**config.mk**
```make
export PLATFORM = sky130hd
export DESIGN_NAME = sat_bus_if
export DESIGN_NICKNAME = d
export VERILOG_FILES = /design/src/sat_pkg.sv /design/src/sat_bus_if.sv /design/src/sat_select.sv
export VERILOG_INCLUDE_DIRS = /design/src
export SDC_FILE = /design/constraint.sdc
export NUM_CORES = 1
export LEC_CHECK = 0
export ABC_CLOCK_PERIOD_IN_PS = 1100
export BUFFER_PORTS_ARGS = -buffer_cell sky130_fd_sc_hd__buf_2
export CORE_MARGIN = 8
export CORE_UTILIZATION = 29
export DETAILED_ROUTE_END_ITERATION = 8
export PLACE_DENSITY_LB_ADDON = 0.08
export SLEW_MARGIN = 15
export SYNTH_ARGS = -nofsm -noshare
export SYNTH_HDL_FRONTEND = slang
export SYNTH_SLANG_ARGS = --single-unit
export TNS_END_PERCENT = 50
```
**constraint.sdc**
```tcl
create_clock -name clk -period 1.1 [get_ports clk]
set_input_delay 0.165 -clock clk [delete_from_list [all_inputs] [get_ports clk]]
set_output_delay 0.165 -clock clk [all_outputs]
set_load 0.01 [all_outputs]
```
**src/sat_cfg.svh**
```systemverilog
// Purpose: Constants for the satellite bus interface.
// Assumes: One 10 MHz clock, synchronous active-low reset.
// Notes:   Included by the package and the design modules.
`ifndef SAT_CFG_SVH
`define SAT_CFG_SVH
`define SAT_NUM_SLOTS   8
`define SAT_ADDR_W      16
`define SAT_DATA_W      8
`define SAT_ID_W        3
`define SAT_USART_PORT  8'h40
`define SAT_MBOX_BASE   16'hff00
`define SAT_MBOX_LAST   16'hffff
`endif

```
**src/sat_pkg.sv**
```systemverilog
// Purpose: Types shared by the satellite bus interface files.
// Assumes: sat_cfg.svh is on the include path.
// Notes:   Bus request and local memory request groups travel as packed structs.
`include "sat_cfg.svh"
package sat_pkg;
  typedef logic [`SAT_ADDR_W-1:0] addr_t;
  typedef logic [`SAT_DATA_W-1:0] data_t;
  typedef struct packed {
    logic  mem_rd;
    logic  mem_wr;
    logic  io_cycle;
    logic  phantom;
    addr_t addr;
    data_t dout;
  } sbus_req_t;
  typedef struct packed {
    logic  dma_en;
    logic  mem_rd;
    logic  mem_wr;
    addr_t addr;
    data_t wdata;
  } mem_req_t;
  typedef enum logic [1:0] {st_free, st_hold, st_dma} hold_state_t;
endpackage : sat_pkg

```
**src/sat_bus_if.sv**
```systemverilog
// Purpose: Bus interface between the shared backplane and local CPU/RAM.
// Assumes: Bus inputs are synchronous to clk; local CPU has hold/ack.
// Notes:   Master owns all sequencing; the card is a passive slave.
// Notes on behaviour
// (RULE1) Card answers only the select line matching its jumpered number.
// (RULE2) Unselected card keeps all its bus drivers off; bus_irq_oe here follows irq_q whatever the select.
// (RULE3) Active select asserts the local CPU hold request.
// (RULE4) While held only master cycles reach local memory.
// (RULE5) Master-to-card writes accepted only with phantom asserted.
// (RULE6) Card drives read data only with phantom asserted.
// (RULE7) Card drives only interrupt, wait and read data toward the bus.
// (RULE8) Firmware can raise the bus interrupt request.
// (RULE9) Master polls mailboxes after an interrupt and writes replies.
// (RULE10) Mailbox is a scratch RAM region the master reaches while held.
// (RULE11) Alternative system polls a data window instead of interrupts.
// (RULE12) Master sequences every transfer; card starts none.
// (RULE13) Block moves run at full processor speed, no extra cycles.
// (RULE14) Unselected card isolates bus so local side runs alone.
// (RULE15) DMA drivers enabled only by the CPU hold acknowledge.
// (RULE16) Bus has sixteen address lines and split eight-bit data paths.
// (RULE17) Local serial port decode ignores master I/O cycles.
// (RULE18) Wait is asserted on master memory cycles until acknowledge.
// (RULE19) Deselect releases hold and drivers; CPU resumes.
`timescale 1ns/10ps
`include "sat_cfg.svh"
module sat_bus_if #(
  parameter int N = `SAT_NUM_SLOTS
) (
  input  wire logic                 clk,
  input  wire logic                 nrst,
  input  wire logic [N-1:0]         select_lines,
  input  wire logic [`SAT_ID_W-1:0] id_jumper,
  input  wire sat_pkg::sbus_req_t   sbus,
  output sat_pkg::data_t            bus_din,
  output logic                      bus_din_oe,
  output logic                      bus_wait,
  output logic                      bus_irq,
  output logic                      bus_irq_oe,
  input  wire logic                 fw_irq_set,
  input  wire logic                 fw_irq_clr,
  output logic                      cpu_hold_request,
  input  wire logic                 cpu_hold_ack,
  input  wire logic                 cpu_io_cycle,
  input  wire sat_pkg::addr_t       cpu_io_addr,
  output logic                      usart_sel,
  output sat_pkg::mem_req_t         mem,
  input  wire sat_pkg::data_t       mem_rdata,
  output logic                      mbox_access
);
  import sat_pkg::*;

  logic        satellite_select_line;
  hold_state_t state_q;
  hold_state_t state_d;
  logic        irq_q;
  logic        granted;

  // ******************************************************************
  // Select decode
  // ******************************************************************
  sat_select #(.N(N)) u_sel (
    .clk          (clk),
    .nrst         (nrst),
    .select_lines (select_lines),
    .id_jumper    (id_jumper),
    .selected     (satellite_select_line)
  );

  // ******************************************************************
  // Hold sequencing
  // ******************************************************************
  always_comb begin
    state_d = state_q;
    unique case (state_q)
      st_free: begin
        if (satellite_select_line) state_d = st_hold; // [RULE3]
      end
      st_hold: begin
        if (!satellite_select_line) state_d = st_free; // [RULE19]
        else if (cpu_hold_ack) state_d = st_dma;
      end
      st_dma: begin
        if (!satellite_select_line) state_d = st_free; // [RULE19]
        else if (!cpu_hold_ack) state_d = st_hold;
      end
    endcase
  end

  always_ff @(posedge clk) begin
    if (!nrst) begin
      state_q <= st_free;
    end else begin
      state_q <= state_d;
    end
  end

  assign cpu_hold_request = (state_q != st_free); // [RULE3]
  // Drivers need both our state and the live acknowledge, so the two CPUs never overlap.
  assign granted = (state_q == st_dma) && cpu_hold_ack; // [RULE15]

  // ******************************************************************
  // Memory path toward local RAM
  // ******************************************************************
  always_comb begin
    mem.dma_en = granted; // [RULE4]
    mem.addr   = sbus.addr; // [RULE16]
    mem.wdata  = sbus.dout;
    mem.mem_wr = granted && sbus.mem_wr && sbus.phantom && !sbus.io_cycle; // [RULE5]
    mem.mem_rd = granted && sbus.mem_rd && sbus.phantom && !sbus.io_cycle; // [RULE6]
  end

  assign mbox_access = (mem.mem_rd || mem.mem_wr)
                    && (sbus.addr >= `SAT_MBOX_BASE)
                    && (sbus.addr <= `SAT_MBOX_LAST); // [RULE10]

  // ******************************************************************
  // Read data toward the master
  // ******************************************************************
  always_ff @(posedge clk) begin
    if (!nrst) begin
      bus_din <= '0;
    end else if (mem.mem_rd) begin
      bus_din <= mem_rdata; // [RULE6]
    end
  end

  // Read data sits on the bus only while selected and phantom says so.
  assign bus_din_oe = mem.mem_rd; // [RULE2] [RULE14]

  // ******************************************************************
  // Wait and interrupt toward the master
  // ******************************************************************
  // Wait stretches a phantom memory cycle until the CPU lets go; no
  // extra cycles are inserted once held, keeping block moves full speed.
  assign bus_wait = satellite_select_line && !granted && sbus.phantom
                 && (sbus.mem_rd || sbus.mem_wr); // [RULE18] [RULE13] [RULE7]

  always_ff @(posedge clk) begin
    if (!nrst) begin
      irq_q <= 1'b0;
    end else if (fw_irq_set) begin
      irq_q <= 1'b1; // [RULE8]
    end else if (fw_irq_clr) begin
      irq_q <= 1'b0;
    end
  end

  assign bus_irq    = irq_q;
  assign bus_irq_oe = irq_q; // [RULE7]

  // ******************************************************************
  // Local serial port decode
  // ******************************************************************
  assign usart_sel = cpu_io_cycle && !cpu_hold_request
                  && (cpu_io_addr[7:0] == `SAT_USART_PORT); // [RULE17]

  // ******************************************************************
  // Checks
  // ******************************************************************
  property p_iso;
    @(posedge clk) disable iff (!nrst)
    !satellite_select_line |-> ##1 (!bus_din_oe && !mem.dma_en);
  endproperty
  a_iso: assert property (p_iso) // [RULE2]
    else $error("drivers on while unselected");

  property p_hold;
    @(posedge clk) disable iff (!nrst)
    $rose(satellite_select_line) |=> cpu_hold_request;
  endproperty
  a_hold: assert property (p_hold) // [RULE3]
    else $error("hold not requested");

  property p_mem_only_held;
    @(posedge clk) disable iff (!nrst)
    (mem.mem_rd || mem.mem_wr) |-> (cpu_hold_ack && cpu_hold_request);
  endproperty
  a_mem_only_held: assert property (p_mem_only_held) // [RULE4]
    else $error("memory cycle without hold");

  property p_wr_phantom;
    @(posedge clk) disable iff (!nrst)
    mem.mem_wr |-> sbus.phantom;
  endproperty
  a_wr_phantom: assert property (p_wr_phantom) // [RULE5]
    else $error("write accepted without phantom");

  property p_rd_phantom;
    @(posedge clk) disable iff (!nrst)
    !sbus.phantom |-> !bus_din_oe;
  endproperty
  a_rd_phantom: assert property (p_rd_phantom) // [RULE6]
    else $error("read driven without phantom");

  property p_irq;
    @(posedge clk) disable iff (!nrst)
    fw_irq_set |=> bus_irq;
  endproperty
  a_irq: assert property (p_irq) // [RULE8]
    else $error("irq not raised");

  property p_wait;
    @(posedge clk) disable iff (!nrst)
    (satellite_select_line && !cpu_hold_ack && sbus.phantom && sbus.mem_wr)
      |-> bus_wait;
  endproperty
  a_wait: assert property (p_wait) // [RULE18]
    else $error("no wait before acknowledge");

  property p_release;
    @(posedge clk) disable iff (!nrst)
    $fell(satellite_select_line) |=> !cpu_hold_request;
  endproperty
  a_release: assert property (p_release) // [RULE19]
    else $error("hold kept after deselect");

  property p_usart;
    @(posedge clk) disable iff (!nrst)
    cpu_hold_request |-> !usart_sel;
  endproperty
  a_usart: assert property (p_usart) // [RULE17]
    else $error("serial port seen while held");

  property p_dma_ack;
    @(posedge clk) disable iff (!nrst)
    mem.dma_en |-> (cpu_hold_ack && cpu_hold_request);
  endproperty
  a_dma_ack: assert property (p_dma_ack) // [RULE15]
    else $error("drivers on without acknowledge");

  property p_no_wait_granted;
    @(posedge clk) disable iff (!nrst)
    granted |-> !bus_wait;
  endproperty
  a_no_wait_granted: assert property (p_no_wait_granted) // [RULE13]
    else $error("wait while granted");
endmodule : sat_bus_if

```
**src/sat_select.sv**
```systemverilog
// Purpose: Picks this card's select line from the shared bus lines.
// Assumes: Identity jumper is stable; sampled on every clock, reset or not.
// Notes:   Jumper value zero maps to select line index zero.
`timescale 1ns/10ps
`include "sat_cfg.svh"
module sat_select #(
  parameter int N = `SAT_NUM_SLOTS
) (
  input  wire logic                 clk,
  input  wire logic                 nrst,
  input  wire logic [N-1:0]         select_lines,
  input  wire logic [`SAT_ID_W-1:0] id_jumper,
  output logic                      selected
);
  logic [`SAT_ID_W-1:0] id_q;
  logic [N-1:0]         hit;

  always_ff @(posedge clk) begin
    id_q <= id_jumper;
  end

  // One decoder line per slot; only the matching one passes.
  for (genvar i = 0; i < N; i++) begin : g_slot
    assign hit[i] = select_lines[i] && (int'(id_q) == i); // [RULE1]
  end

  always_ff @(posedge clk) begin
    if (!nrst) begin
      selected <= 1'b0;
    end else begin
      selected <= |hit;
    end
  end

  property p_one_line;
    @(posedge clk) disable iff (!nrst)
    $rose(selected) |-> $past(select_lines[id_q]);
  endproperty
  a_one_line: assert property (p_one_line) // [RULE1]
    else $error("selected without own line");
endmodule : sat_select

```
==> flow_metrics.py, run 1 <==
metrics = {
    "floorplan": {
        "die_area_um2": 5134,
        "die_h_um": 71.66,
        "coreArea_um2": 3003,
        "num_io_pins": 111,
        "initial_core_util_pct": 29.92,
        "rows": 20,
        "die_x_um": 71.66,
    },
    "route": {
        "wl_per_cell_um": 12.94,
        "viasPerCell": 4.432,
        "routed-via-count": 842,
        "first_pass_iters": 3,
        "ant_nets": 0,
        "initialDrtViolationCount": 15,
        "drc": 0,
        "routed_wl_um": 2458,
    },
    "logic_synthesis": {
        "synth_seq_area_share_pct": 33.43,
        "synth_top_area_cell": "dfxtp_1",
        "ys_types": 25,
        "netlist_instances": 102,
        "syn_area_um2": 898.4,
        "synthTopCellsByArea": "dfxtp_1 (33%), buf_4 (23%), mux2i_1 (10%)",
        "synth_flop_cell": "dfxtp_1",
        "syn-num-nets": 171,
        "ys_ff_latch": 15,
        "ys.warnings.count": 0,
        "yosysTopAreaCellShare_pct": 33.43,
        "synth_edf_count": 0,
        "synth_area_per_cell_um2": 8.807,
        "ys_async_sr_fraction_pct": 0,
    },
    "finish": {
        "fin_nets": 227,
        "final.fill_count": 320,
        "multi_input_area_um2": 394.1,
        "drive_gt1_share_pct": 60.51,
        "final_area_um2": 1244,
        "fin_util_pct": 41.42,
        "area_growth_pct": 38.44,
        "antenna_cells": 0,
        "seq_area_um2": 304.0,
        "layout_commonest_cell": "buf_2",
        "final_cell_mix": "buf_2 (67), nand2_1 (17), dfxtp_1 (12), mux2i_1 (9), buf_4 (7)",
    },
    "global_route": {
        "grtUsageTotal_pct": 9.488,
        "grt_pass1_vias": 880,
        "grt_overflow": 0,
        "grt_pass1_wl_um": 4022,
        "grt_max_degree": 18,
        "antenna_found_initial": 0,
    },
    "timing": {
        "final_max_slew_viol_count": 0,
        "maxSlewHeadroom_pct": 80.54,
        "final_hold_viol_count": 0,
        "tightest_slew_ns": 0.2908,
        "rsz0062_at_grt": "yes",
        "setup_viol": 15,
        "setup_ws_ns": -0.2538,
        "min_period_ns": 1.354,
        "fin_crit_sh_pct": 123.1,
        "tns_ns": -2.040,
        "fmax_ghz": 0.7386,
        "skew_ns": 0.005452,
    },
    "cts": {
        "cts_buffers": 3,
        "cts_root_buf": "clkbuf_4",
        "ctsHtreeMaxLevel": 1,
        "clk_path_buf_depth": 2,
        "cts_tree": "built",
        "clk_pin_slew_ns": 0.09,
        "cts.sinks": 15,
        "worstSkewPairLatency_ns": 0.28,
    },
    "pwr": {
        "p_per_area_nw_per_um2": 884.6,
        "clockPowerShare_pct": 28.8,
        "swShare_pct": 25.11,
        "p_leak_nw": 0.6198,
        "irDropWorstVdd_v": 0.0006111,
        "intPower_w": 0.0008239,
        "p_switching_w": 0.0002763,
        "pwr-share-comb_pct": 19.4,
        "pwr-share-seq_pct": 51.8,
    },
    "place": {
        "port_buffers": 70,
        "routabilityCongestion": 0.7275,
        "dp_slack_ns": -0.08639,
        "hpwl_um": 2077,
        "dpl-instance-area_um2": 1117,
    },
    "status": {
        "violations": "negative setup slack",
        "status": "complete, but fails checks",
    },
    "critical_path": {
        "critPathLaunchType": "flop",
        "cp_slowest_cell": "dfxtp_2",
        "cp.required_ns": 0.94,
        "crit_fanout": 3,
        "cp_cell_sequence": "nor2b_4, nand3_2, nor4_2, buf_2",
        "cp.arrival_ns": 1.19,
        "crit_path_end_kind": "primary output",
        "reg2reg_slack_ns": -0.08,
        "slowest_delay_ns": 0.35,
        "crit_type": "reg -> out",
    },
    "flow_run": {
        "drv_cap": 0,
    },
    "min_path": {
        "hold_class": "in -> reg",
    },
}
## critical path: cells and delay by family (launching register included)
kind	cells	cell delay (ns)
buffers and inverters	1	0.17
DFF	1	0.35
and+or+nand+nor	3	0.39
## path summary, 6_finish.rpt
kind,start,end,cells past startpoint
worst max-delay path,state_q[1],mbox_access,4
worst min-delay path,fw_irq_set,bus_irq,2
worst max register to register,state_q[1],bus_din[6],4
worst min register to register,bus_din[6],bus_din[6],2
## what timing repair did
item                                   4_1_cts  5_1_grt
gates cloned                                 0        0
setup buffers                                2        1
endpoints found under the hold margin        3        0
setup endpoints to repair                   17       18
pin swaps                                    4        1
hold buffers                                 3        0
gates resized for setup                     10        6
## power groups by stage
stage | combinational, W | sequential (W) | clock, W
floorplan | 0.000153 | 0.000583 | 0
global placement | 0.000196 | 0.000580 | 0
detailed placement | 0.000198 | 0.000581 | 0
CTS | 0.000211 | 0.000570 | 0.000339
global route | 0.000236 | 0.000573 | 0.000368
finish | 0.000214 | 0.000569 | 0.000317
## registers in the layout, summed over array words and instances (netlist names)
name            flops
u_sel.id_q          3
bus_irq             1
state_q             2
u_sel.selected      1
bus_din             8
## metrics by stage
| step | std cells | total power [W] | hold slack (ns) |
|---|---|---|---|
| 2_1_floorplan | 102 | 0.0007362 | 0.1927 |
| 3_3_place_gp | 181 | 0.0007763 | 0.2681 |
| 3_5_place_dp | 181 | 0.0007793 | 0.2690 |
| 4_1_cts | 190 | 0.001119 | 0.07535 |
| 5_1_grt | 190 | 0.001177 | 0.06947 |
| 6_report | 190 | 0.001100 | 0.09093 |
## Yosys cell counts, drive strengths merged (2+ instances only)
cell type / number
nor4: 3
inv: 3
nor2: 5
nand3: 2
nand4: 3
mux2i: 9
nand2: 17
buf: 28
clkbuf: 2
nor2b: 3
dfxtp: 15
## cell type report
cell class,count,area share (%)
clock buffers,4,2.113
inverters,3,0.9054
multi-input cells,54,31.69
flip-flops and latches,15,24.45
well taps,33,3.320
repair buffers,81,37.53
## layer usage
metal	GRT usage (%)	share of wire, %
met1	9.025	37
met4	4.082	0.94
met5	0	0
met2	15.69	48
met3	6.276	14
## logic make-up after synthesis
logic type             Yosys count  synth area share, %
multiplexers                    11                13.79
AND/OR/NAND/NOR                 37                20.89
AO/OA/AOI/OAI                    5                4.040
buffers and inverters           33                26.88
flip-flops                      15                33.43
XOR/XNOR                         1               0.9751
Note: power is estimated with default switching activity, not from simulation.
==> run 2: changes to the inputs <==
--- a/config.mk
+++ b/config.mk
@@ -6,10 +6,11 @@
 export SDC_FILE = /design/constraint.sdc
 export NUM_CORES = 1
 export LEC_CHECK = 0
+export ABC_AREA = 1
 export ABC_CLOCK_PERIOD_IN_PS = 1100
 export BUFFER_PORTS_ARGS = -buffer_cell sky130_fd_sc_hd__buf_2
 export CORE_MARGIN = 8
-export CORE_UTILIZATION = 29
+export CORE_UTILIZATION = 30
 export DETAILED_ROUTE_END_ITERATION = 8
 export PLACE_DENSITY_LB_ADDON = 0.08
 export SLEW_MARGIN = 15
==> run 2 against run 1 <==
- the flow still finishes with violations (negative setup slack)
- synthesized area is 8.6% higher
- combinational power is 6% higher
- maximum frequency is 2.8% higher
- sequential share of layout area is 1.8 points lower
- clock power is 3% lower
- worst setup slack better by 0.036 ns
- clock skew is 0.0045 ns lower
- synthesized cell count is 45% higher
- non-clock buffer count is 2 lower
==> flow_metrics.py, run 2 <==
metrics = {
    "status": {
        "status": "complete, but fails checks",
        "violations": "negative setup slack",
    },
    "logic_synthesis": {
        "syn_area_um2": 975.9,
        "synth_compound_area_share_pct": 1.538,
        "synth_top_area_cell": "dfxtp_1",
        "synthAdderAreaFrac_pct": 0,
        "synth_xor_area_share_pct": 0,
        "synth_seq_area_share_pct": 30.77,
        "synthTopCellsByArea": "dfxtp_1 (31%), buf_4 (21%), nand2_1 (12%)",
        "synth_area_per_cell_um2": 6.594,
        "ys_types": 18,
        "syn-num-nets": 217,
        "synth_edf_count": 0,
        "yosysTopAreaCellShare_pct": 30.77,
        "netlist_instances": 148,
        "yosysMostFrequentCell": "nand2_1",
        "ys_ff_latch": 15,
        "ys_async_sr_fraction_pct": 0,
        "netlist_top_cells_count": "nand2_1 (32), nor2_1 (28), buf_4 (27), inv_1 (24), dfxtp_1 (15)",
        "synthSimpleGateAreaFrac_pct": 34.36,
        "synth_flop_cell": "dfxtp_1",
        "muxShareOfSynthArea_pct": 0,
        "synth_top_family_by_area": "simple AND/OR/NAND/NOR gates",
        "ys.warnings.count": 0,
    },
    "global_route": {
        "grtUsageTotal_pct": 9.201,
        "antenna_found_initial": 0,
        "grt_pass1_vias": 962,
        "grt_max_degree": 17,
        "grt_overflow": 0,
        "grt_pass1_wl_um": 3974,
    },
    "place": {
        "hpwl_um": 2164,
        "dpl-instance-area_um2": 1190,
        "routabilityCongestion": 0.7849,
        "port_buffers": 70,
    },
    "finish": {
        "final_cell_mix": "buf_2 (67), nand2_1 (31), nor2_1 (26), inv_1 (23), dfxtp_1 (13)",
        "largestRegisters": "bus_din (8), u_sel.id_q (3), state_q (2)",
        "drive_gt1_share_pct": 46.53,
        "largest_register_ffs": 8,
        "layout_commonest_cell": "buf_2",
        "max_flop_register": "bus_din",
        "final_area_um2": 1346,
        "seq_area_um2": 305.3,
        "fin_nets": 272,
        "antenna_cells": 0,
        "area_growth_pct": 37.95,
        "multi_input_area_um2": 382.9,
        "final.fill_count": 345,
    },
    "critical_path": {
        "crit_type": "reg -> out",
        "cp.required_ns": 0.94,
        "crit_path_start": "state_q[1]",
        "cp.arrival_ns": 1.15,
        "regToRegEndpoint": "bus_din[6]",
        "critPathLaunchType": "flop",
        "reg2reg_depth": 8,
        "crit_path_end_kind": "primary output",
        "endpoint": "bus_wait",
        "reg2reg_slack_ns": -0.02,
        "reg2reg_from": "state_q[0]",
        "crit_fanout": 3,
    },
    "timing": {
        "min_period_ns": 1.318,
        "setup_viol": 16,
        "hold_ws_ns": 0.08670,
        "setup_ws_ns": -0.2176,
        "maxSlewHeadroom_pct": 86.99,
        "rsz0062_at_grt": "yes",
        "final_max_slew_viol_count": 0,
        "fmax_ghz": 0.7590,
        "tns_ns": -1.358,
        "skew_ns": 0.0009291,
        "final_hold_viol_count": 0,
        "tightest_slew_ns": 0.1933,
        "fin_crit_sh_pct": 119.8,
    },
    "cts": {
        "cts_root_buf": "clkbuf_4",
        "cts_tree": "built",
        "worstSkewPairLatency_ns": 0.28,
        "cts.sinks": 15,
        "clk_path_buf_depth": 2,
        "ctsHtreeMaxLevel": 1,
        "clk_pin_slew_ns": 0.09,
        "cts_buffers": 3,
    },
    "route": {
        "first_pass_iters": 2,
        "viasPerCell": 4.041,
        "wl_per_cell_um": 10.76,
        "drc": 0,
        "routed_wl_um": 2647,
        "ant_nets": 0,
        "initialDrtViolationCount": 2,
        "routed-via-count": 994,
    },
    "floorplan": {
        "coreArea_um2": 3078,
        "num_io_pins": 111,
        "die_area_um2": 5334,
        "die_x_um": 73.04,
        "die_h_um": 73.04,
        "rows": 20,
        "initial_core_util_pct": 31.71,
    },
    "pwr": {
        "swShare_pct": 26.44,
        "intPower_w": 0.0008087,
        "clockPowerShare_pct": 28.1,
        "p_switching_w": 0.0002907,
        "pwr-share-comb_pct": 20.6,
        "p_per_area_nw_per_um2": 816.6,
        "irDropWorstVdd_v": 0.0005128,
        "p_leak_nw": 0.7915,
        "pwr-share-seq_pct": 51.3,
    },
    "min_path": {
        "hold_class": "in -> reg",
    },
    "flow_run": {
        "drv_cap": 0,
    },
}
[run 2: per-layer routing]
metal  part of all wire [%]  GRT usage, %
met2                     44         15.09
met3                     18         5.632
met4                    2.2         5.778
met5                      0             0
met1                     36         8.451
[run 2: kinds of logic after synthesis]
kind of cell / after synthesis
buffers and inverters: 55
AO/OA/AOI/OAI: 3
AND/OR/NAND/NOR: 75
flip-flops: 15
[run 2: power by group through the flow]
| stage | registers [W] | logic, W | clock network (W) |
|---|---|---|---|
| CTS | 0.000566 | 0.000227 | 0.000333 |
| detailed placement | 0.000578 | 0.000206 | 0 |
| global route | 0.000565 | 0.000255 | 0.000346 |
| floorplan | 0.000578 | 0.000169 | 0 |
| global placement | 0.000578 | 0.000202 | 0 |
| finish | 0.000564 | 0.000226 | 0.000309 |
[run 2: area by class of cell]
cell class	instances	area share, %
repair buffers	79	35.50
multi-input cells	78	28.44
flip-flops and latches	15	22.68
inverters	26	7.249
well taps	44	4.089
clock buffers	3	1.673
clock inverters	1	0.3717
[run 2: worst min-delay path by stage]
stage | from | endpoint | slack, ns | depth (start not counted)
finish | fw_irq_set | bus_irq | 0.09 | 3
global route | fw_irq_set | bus_irq | 0.10 | 3
CTS | fw_irq_set | bus_irq | 0.08 | 3
detailed placement | id_jumper[0] | u_sel.id_q[0] | 0.27 | 1
global placement | id_jumper[0] | u_sel.id_q[0] | 0.27 | 1
floorplan | id_jumper[0] | u_sel.id_q[0] | 0.19 | 0
[run 2: worst max-delay path: stages (launching register included)]
cell and delay [ns]:
dfxtp_4 0.37, nand3_4 0.13, inv_1 0.06, nor4_1 0.14, buf_2 0.17
[run 2: per-stage QoR]
stage                     utilization, %  setup WS (ns)  total power [W]  cells
after detailed placement           38.66       -0.02415        0.0007846    235
after global routing               43.74        -0.2945         0.001167    246
final                              43.74        -0.2176         0.001099    246
after floorplan                        -       -0.01673        0.0007478    148
after CTS                          42.15        -0.2588         0.001126    245
after global placement             38.66      -0.002464        0.0007801    235
[run 2: what timing repair did]
item | 4_1_cts | 5_1_grt
pin swaps | 5 | 1
endpoints found under the setup margin | 8 | 16
endpoints found under the hold margin | 3 | 0
resized for setup | 9 | 4
hold buffers | 3 | 0
buffers inserted | 3 | 0
gates cloned | 0 | 1
